==> src/design/cre_pkg.sv <==
// Purpose: Shared constants and types for the reset-entry unit
// Assumes: 32-bit virtual addresses, 100 MHz core clock
// Notes: Overview of operation follows
package cre_pkg;
   localparam logic [31:0] CRE_RESET_VADDR = 32'hbfc0_0000;
   localparam logic [31:0] CRE_BOOT_EXC_VADDR = 32'hbfc0_0100;
   localparam logic [31:0] CRE_NORM_EXC_VADDR = 32'h8000_0080;
   localparam logic [31:0] CRE_SEG1_BASE = 32'ha000_0000;
   localparam logic [31:0] CRE_SEG_MASK = 32'h1fff_ffff;
   localparam logic [2:0] CRE_SEG_TOP = 3'h5;
   localparam logic [2:0] CRE_SEG_TOP_POS = 3'h7;
   localparam int CRE_BURST_WORDS = 4;
   // Register map, byte addresses
   localparam logic [7:0] CRE_ADDR_STATUS = 8'h00;
   localparam logic [7:0] CRE_ADDR_RETPC = 8'h04;
   localparam logic [7:0] CRE_ADDR_IRQ_STAT = 8'h08;
   localparam logic [7:0] CRE_ADDR_IRQ_MASK = 8'h0c;
   localparam logic [7:0] CRE_ADDR_IDENT = 8'h10;
   // Status word field positions
   localparam int CRE_SW_IEN = 0;
   localparam int CRE_SW_UMODE = 1;
   localparam int CRE_SW_ISO = 16;
   localparam int CRE_SW_SHUT = 21;
   localparam int CRE_SW_BOOTV = 22;
   localparam logic [31:0] CRE_SW_WMASK = 32'h0041_0003;
   // Event bits
   localparam int CRE_EV_SHUTDOWN = 0;
   localparam int CRE_EV_EXC = 1;
   localparam int CRE_EV_W = 2;
   localparam logic [31:0] CRE_IDENT_DEFAULT = 32'h0000_5a01;

   typedef enum logic [1:0] {CRE_TR_IDLE, CRE_TR_READ, CRE_TR_WRITE} cre_trans_e;
   typedef struct packed {
      logic [31:0] addr;
      logic uncached;
      logic valid;
   } cre_fetch_s;
   typedef struct packed {
      logic user_mode;
      logic int_enable;
      logic boot_vec;
      logic shutdown;
      logic isolate;
   } cre_status_s;
endpackage

==> src/design/cre_xlate.sv <==
// Purpose: Virtual to physical segment mapping for fetch addresses
// Assumes: Kernel segments only; mapped space handled elsewhere
// Notes: Purely combinational
`timescale 1ns/1ps
module cre_xlate
   import cre_pkg::*;
(
   input wire logic [31:0] vaddr_in,
   input wire logic burst_ok_in,
   output logic [31:0] paddr_out,
   output logic uncached_out
);
   always_comb begin
      paddr_out = vaddr_in & CRE_SEG_MASK;
      // Upper kernel segment is never cached; slow ROMs must live there
      uncached_out = (vaddr_in[31:29] == CRE_SEG_TOP) || !burst_ok_in;
   end
endmodule

==> src/design/cre_reset_entry.sv <==
// Purpose: Reset entry, status word and exception vectoring of the core
// Assumes: AHB-Lite single word transfers, zero wait states
// Notes: Cache and translation arrays are external; only their hooks sit here
`timescale 1ns/1ps
module cre_reset_entry
   import cre_pkg::*;
#(
   parameter logic has_xlate = 1'b1,
   parameter logic [31:0] ident_code = CRE_IDENT_DEFAULT // Arbitrary value
)(
   input wire logic core_clk_in,
   input wire logic sys_rst_in,
   // Pipeline side
   input wire logic [31:0] pc_in,
   input wire logic fetch_adv_in,
   input wire logic [31:0] next_pc_in,
   input wire logic exc_req_in,
   input wire logic burst_ok_in,
   input wire logic dup_match_in,
   // AHB-Lite slave
   input wire logic hsel,
   input wire logic [31:0] haddr,
   input wire logic [1:0] htrans,
   input wire logic hwrite,
   input wire logic [2:0] hsize,
   input wire logic [31:0] hwdata,
   input wire logic hready,
   output logic [31:0] hrdata,
   output logic hreadyout,
   output logic hresp,
   // Fetch request, status and interrupt out
   output cre_fetch_s fetch_out,
   output cre_status_s status_out,
   output logic irq_out
);
   ////////////////////////////////////////////////////////////////////////
   logic [31:0] fetch_vaddr_reg;
   logic fetch_valid_reg;
   logic [31:0] retpc_reg;
   logic [31:0] pc_last_reg;
   cre_status_s sw_reg;
   logic [CRE_EV_W-1:0] irq_stat_reg;
   logic [CRE_EV_W-1:0] irq_mask_reg;
   logic rst_seen_reg;
   logic [31:0] paddr;
   logic uncached;
   logic [31:0] hrdata_next;
   logic [7:0] ph_addr_reg;
   logic ph_wr_reg;
   logic ph_rd_reg;
   logic [CRE_EV_W-1:0] ev;

   function automatic logic [31:0] pack_status(input cre_status_s s);
      logic [31:0] w;
      w = 32'h0000_0000;
      w[CRE_SW_IEN] = s.int_enable;
      w[CRE_SW_UMODE] = s.user_mode;
      w[CRE_SW_ISO] = s.isolate;
      w[CRE_SW_SHUT] = s.shutdown;
      w[CRE_SW_BOOTV] = s.boot_vec;
      return w;
   endfunction

   function automatic logic is_write(input logic [7:0] a, input logic [7:0] r);
      return ph_wr_reg && (a == r);
   endfunction

   cre_xlate u_xlate (
      .vaddr_in(fetch_vaddr_reg),
      .burst_ok_in(burst_ok_in),
      .paddr_out(paddr),
      .uncached_out(uncached)
   );

   ////////////////////////////////////////////////////////////////////////
   // Fetch address. Under reset the fetch already points at the reset entry,
   // so the request goes out on the first edge after release.
   always_ff @(posedge core_clk_in) begin
      if (sys_rst_in) begin
         fetch_vaddr_reg <= CRE_RESET_VADDR;
         fetch_valid_reg <= 1'b0;
      end else begin
         fetch_valid_reg <= 1'b1;
         if (!fetch_valid_reg) begin
            fetch_vaddr_reg <= CRE_RESET_VADDR;
         end else if (exc_req_in) begin
            fetch_vaddr_reg <= sw_reg.boot_vec ? CRE_BOOT_EXC_VADDR
                                               : CRE_NORM_EXC_VADDR;
         end else if (fetch_adv_in) begin
            fetch_vaddr_reg <= next_pc_in;
         end
      end
   end

   always_comb begin
      fetch_out.addr = fetch_vaddr_reg;
      fetch_out.uncached = uncached;
      fetch_out.valid = fetch_valid_reg;
   end

   ////////////////////////////////////////////////////////////////////////
   // Return pc. Pipeline pc is tracked every cycle; reset freezes the last
   // one, so warm and cold resets look alike to software.
   always_ff @(posedge core_clk_in) begin
      if (sys_rst_in) begin
         rst_seen_reg <= 1'b1;
      end else begin
         rst_seen_reg <= 1'b0;
         pc_last_reg <= pc_in;
      end
   end

   always_ff @(posedge core_clk_in) begin
      if (sys_rst_in && !rst_seen_reg) begin
         retpc_reg <= pc_last_reg;
      end else if (!sys_rst_in && exc_req_in) begin
         retpc_reg <= pc_in;
      end
   end
   // No warm/cold flag exists anywhere in the register map
   // Loads and refills in flight are simply abandoned by the pipeline
   // Cache arrays take no reset; early cached loads may hit garbage

   ////////////////////////////////////////////////////////////////////////
   // Status word. Isolate bit is not reset: firmware must clear it.
   always_ff @(posedge core_clk_in) begin
      if (sys_rst_in) begin
         sw_reg.user_mode <= 1'b0;
         sw_reg.int_enable <= 1'b0;
         sw_reg.boot_vec <= 1'b1;
         sw_reg.shutdown <= !has_xlate;
      end else begin
         if (has_xlate && dup_match_in) begin
            sw_reg.shutdown <= 1'b1;
         end
         if (is_write(ph_addr_reg, CRE_ADDR_STATUS)) begin
            sw_reg.user_mode <= hwdata[CRE_SW_UMODE];
            sw_reg.int_enable <= hwdata[CRE_SW_IEN];
            sw_reg.boot_vec <= hwdata[CRE_SW_BOOTV];
            // Isolate has no reset branch; it holds whatever it held
            sw_reg.isolate <= hwdata[CRE_SW_ISO];
         end
      end
   end

   assign status_out = sw_reg;

   ////////////////////////////////////////////////////////////////////////
   // Interrupt status: set wins over write-one-to-clear
   always_comb begin
      ev = '0;
      ev[CRE_EV_SHUTDOWN] = has_xlate && dup_match_in && !sw_reg.shutdown;
      ev[CRE_EV_EXC] = exc_req_in;
   end

   always_ff @(posedge core_clk_in) begin
      if (sys_rst_in) begin
         irq_stat_reg <= '0;
      end else if (is_write(ph_addr_reg, CRE_ADDR_IRQ_STAT)) begin
         irq_stat_reg <= (irq_stat_reg & ~hwdata[CRE_EV_W-1:0]) | ev;
      end else begin
         irq_stat_reg <= irq_stat_reg | ev;
      end
   end

   always_ff @(posedge core_clk_in) begin
      if (sys_rst_in) begin
         irq_mask_reg <= '0;
      end else if (is_write(ph_addr_reg, CRE_ADDR_IRQ_MASK)) begin
         irq_mask_reg <= hwdata[CRE_EV_W-1:0];
      end
   end

   always_ff @(posedge core_clk_in) begin
      if (sys_rst_in) begin
         irq_out <= 1'b0;
      end else begin
         irq_out <= |(irq_stat_reg & irq_mask_reg);
      end
   end

   ////////////////////////////////////////////////////////////////////////
   // AHB-Lite slave, zero wait; unmapped reads return zero, writes dropped
   always_ff @(posedge core_clk_in) begin
      if (sys_rst_in) begin
         ph_wr_reg <= 1'b0;
         ph_rd_reg <= 1'b0;
         ph_addr_reg <= 8'h00;
      end else if (hready) begin
         ph_wr_reg <= hsel && htrans[1] && hwrite;
         ph_rd_reg <= hsel && htrans[1] && !hwrite;
         ph_addr_reg <= haddr[7:0];
      end
   end

   always_comb begin
      unique case (haddr[7:0])
         CRE_ADDR_STATUS: hrdata_next = pack_status(sw_reg);
         CRE_ADDR_RETPC: hrdata_next = retpc_reg;
         CRE_ADDR_IRQ_STAT: hrdata_next = {{(32-CRE_EV_W){1'b0}}, irq_stat_reg};
         CRE_ADDR_IRQ_MASK: hrdata_next = {{(32-CRE_EV_W){1'b0}}, irq_mask_reg};
         CRE_ADDR_IDENT: hrdata_next = ident_code;
         default: hrdata_next = 32'h0000_0000;
      endcase
   end

   always_ff @(posedge core_clk_in) begin
      if (sys_rst_in) begin
         hrdata <= 32'h0000_0000;
      end else if (hready && hsel && htrans[1] && !hwrite) begin
         hrdata <= hrdata_next;
      end
   end

   always_ff @(posedge core_clk_in) begin
      if (sys_rst_in) begin
         hreadyout <= 1'b1;
         hresp <= 1'b0;
      end else begin
         hreadyout <= 1'b1;
         hresp <= 1'b0;
      end
   end
endmodule

==> config.mk <==
export PLATFORM = sky130hd
export DESIGN_NAME = cre_reset_entry
export DESIGN_NICKNAME = d
export VERILOG_FILES = /design/src/design/cre_pkg.sv /design/src/design/cre_xlate.sv /design/src/design/cre_reset_entry.sv
export SDC_FILE = /design/constraint.sdc
export NUM_CORES = 1
export LEC_CHECK = 0
export ABC_AREA = 1
export CAP_MARGIN = 40
export CELL_PAD_IN_SITES_DETAIL_PLACEMENT = 1
export CELL_PAD_IN_SITES_GLOBAL_PLACEMENT = 1
export CORE_ASPECT_RATIO = 0.5
export CORE_UTILIZATION = 30
export DETAILED_ROUTE_END_ITERATION = 16
export DONT_BUFFER_PORTS = 1
export GPL_ROUTABILITY_DRIVEN = 1
export HOLD_SLACK_MARGIN = 0.05
export PLACE_DENSITY = 0.5
export SETUP_SLACK_MARGIN = 0.05
export SYNTH_ARGS = -nofsm -noshare
export SYNTH_HDL_FRONTEND = slang
export SYNTH_HIERARCHICAL = 1
export SYNTH_SLANG_ARGS = --single-unit
==> constraint.sdc <==
create_clock -name core_clk_in -period 4.7 [get_ports core_clk_in]
set_input_delay 0.94 -clock core_clk_in [delete_from_list [all_inputs] [get_ports core_clk_in]]
set_output_delay 0.94 -clock core_clk_in [all_outputs]
set_load 0.03 [all_outputs]
==> metrics <==
status finished, final reports clean; clk root buf sky130_fd_sc_hd__clkbuf_16; leakage component of the power 2.26 nW; CTS H-tree depth 4; worst skew pair latency 410 ps; area occupied by multi-input gates 0.00168 mm²; Total Routed Length 13700 µm; count of final hold-check violations 0; Final setup viols 0; Critical Path Sink fetch_vaddr_reg[25]$_SDFFE_PP1P_; number of remaining DRC errors 0; antenna violation net count after detailed routing 0; layout cell share with drive strength beyond 1 0.145; Mapped Nets 665; kind of launch point of the worst setup path primary input; capturing element type of the critical path register; GRT Total Usage 0.152; I/O pin count 216; detail-routed net length per standard cell 17.9 µm; count of nets after finishing 661; CP required 5000 ps; sum of overflow across all layers after global routing 0; largest driver fanout on the critical path 50; Mapped Cells 523; initial core utilization 0.313; total number of clock tree sinks 149; deepest clock path buffer count 2; Port Buffer Count 0; max-slew violation count 0; endpoint of the lowest-slack register-to-register path fetch_vaddr_reg[25]$_SDFFE_PP1P_; synthesized area 0.00555 mm²; count of cells resized by post-cts repair 0; placement-stage cell area 0.00576 mm²; measured slew at the worst slew-check pin 800 ps; FF-to-FF Start fetch_valid_reg$_DFF_P_; met3 track utilization from global routing 0.0677; met1 track demand over resource in global routing 0.193; count of inserted antenna diode cells 0; sequential cell area in the final layout 0.00363 mm²; count of vias placed by the detailed router 3653; via count of the first global-routing pass 3856; area of all placed cells without fillers 0.00633 mm²; # fillers 1944; post-layout total power 2.90 mW; clock-pin slew of the registers on the worst-case setup and hold paths 60 ps; Final Critical Period 2500 ps; warnings from Yosys 6; number of CTS-inserted buffers 17; global-route wire length before repair 21800 µm; worst clock skew on the final layout 7.16 ps; Setup Buffers After CTS 0; fin util 0.357; Max Freq 399 MHz; logic depth of the worst register-to-register path 4; final worst path period share 0.533; Max-Cap Viols 0; die area 0.0191 mm²; pin count of the biggest net entering global routing 51; class of the most critical setup path in2reg; initial antenna violation count 0; DPL Wire Length 9110 µm; Pwr per Cell Area 457 mW/mm²; Placer Congestion 0.696; mean number of vias per cell 4.77; path category of the worst min-delay check reg2reg; TritonCTS clock tree built; Post-Syn Area per Cell 10.6 µm²; Placement Rows 34; Critical path origin sys_rst_in; accumulated negative setup slack 0 ps; die extent in x 194 µm; cts hold-fix bufs 0; most used routing layer met2; Relative slew margins 0.466; internal reg-to-reg setup slack 2920 ps; GR Util met2 0.229; initial detailed-routing violation count 76; DR pass1 iterations 6; die height 98.2 µm; synth-to-layout area growth 14.0%; arrival time reported for the critical path endpoint 2800 ps; unrepaired setup endpoints after global routing false; worst supply voltage drop on vdd 0.000228 V; core area 0.0177 mm²
-- report_power, final --
part	internal (mW)	total (mW)	switching, mW
sequential	1.42	1.46	0.0389
combinational	0.0415	0.108	0.0666
clock	0.784	1.33	0.543
-- per-stage QoR --
step	hold WS (ps)	worst slack (ps)	instances
3_5_place_dp	475	1730	734
5_1_grt	513	2020	766
2_1_floorplan	445	801	523
4_1_cts	484	2170	766
3_3_place_gp	474	1760	733
6_report	480	2200	766
-- cells in the final DEF, fill, tap and decap left out --
cell / count
sky130_fd_sc_hd__nand2_1: 139
sky130_fd_sc_hd__o21ai_4: 1
sky130_fd_sc_hd__or2_2: 4
sky130_fd_sc_hd__a221o_1: 9
sky130_fd_sc_hd__nor3_1: 2
sky130_fd_sc_hd__nor3_4: 1
sky130_fd_sc_hd__nor2_1: 24
sky130_fd_sc_hd__a221oi_1: 1
sky130_fd_sc_hd__a21oi_1: 62
sky130_fd_sc_hd__buf_12: 1
sky130_fd_sc_hd__clkinv_2: 1
sky130_fd_sc_hd__inv_1: 25
sky130_fd_sc_hd__mux2_2: 32
sky130_fd_sc_hd__clkbuf_16: 17
sky130_fd_sc_hd__nand3_2: 1
sky130_fd_sc_hd__clkbuf_1: 4
sky130_fd_sc_hd__a31o_2: 1
sky130_fd_sc_hd__buf_4: 4
sky130_fd_sc_hd__dfxtp_1: 84
sky130_fd_sc_hd__nor2_2: 2
sky130_fd_sc_hd__conb_1: 2
sky130_fd_sc_hd__edfxtp_1: 65
sky130_fd_sc_hd__nand3_1: 20
sky130_fd_sc_hd__nand4_1: 4
sky130_fd_sc_hd__inv_2: 2
sky130_fd_sc_hd__bufinv_16: 2
sky130_fd_sc_hd__o21ai_0: 12
sky130_fd_sc_hd__clkinvlp_4: 5
sky130_fd_sc_hd__clkinv_4: 2
sky130_fd_sc_hd__clkinv_1: 1
sky130_fd_sc_hd__nor3b_1: 1
sky130_fd_sc_hd__inv_6: 1
-- worst max-delay path, cell delays in order --
cell                       delay, ps
sky130_fd_sc_hd__inv_2            40
sky130_fd_sc_hd__buf_4           550
sky130_fd_sc_hd__nand2_1         460
sky130_fd_sc_hd__nor2_1          220
sky130_fd_sc_hd__clkinv_1        250
sky130_fd_sc_hd__a221o_1         330
-- layout make-up --
class                           count  area share
Sequential cell                   149       0.574
Multi-Input combinational cell    318       0.265
Clock buffer                       21      0.0696
Tap cell                          234      0.0462
Clock inverter                     11      0.0204
Inverter                           28      0.0166
Timing Repair Buffer                5     0.00791
-- worst min path at each step --
stage	cells after the start	to	slack [ps]	start
2_1_floorplan	2	irq_out$_SDFF_PP0_	450	irq_mask_reg[0]$_SDFFE_PP0P_
4_1_cts	2	irq_mask_reg[0]$_SDFFE_PP0P_	480	irq_mask_reg[0]$_SDFFE_PP0P_
3_3_place_gp	2	irq_mask_reg[1]$_SDFFE_PP0P_	470	irq_mask_reg[1]$_SDFFE_PP0P_
3_5_place_dp	2	irq_mask_reg[0]$_SDFFE_PP0P_	470	irq_mask_reg[0]$_SDFFE_PP0P_
5_1_grt	2	irq_out$_SDFF_PP0_	510	irq_mask_reg[0]$_SDFFE_PP0P_
6_report	2	irq_mask_reg[0]$_SDFFE_PP0P_	480	irq_mask_reg[0]$_SDFFE_PP0P_
-- layer usage --
metal	vias up	part of all wire
met5	-	0
li1	1766	-
met2	107	0.43
met1	1770	0.47
met4	0	0.010
met3	10	0.089
No activity file was read; power rests on OpenSTA's default activity.
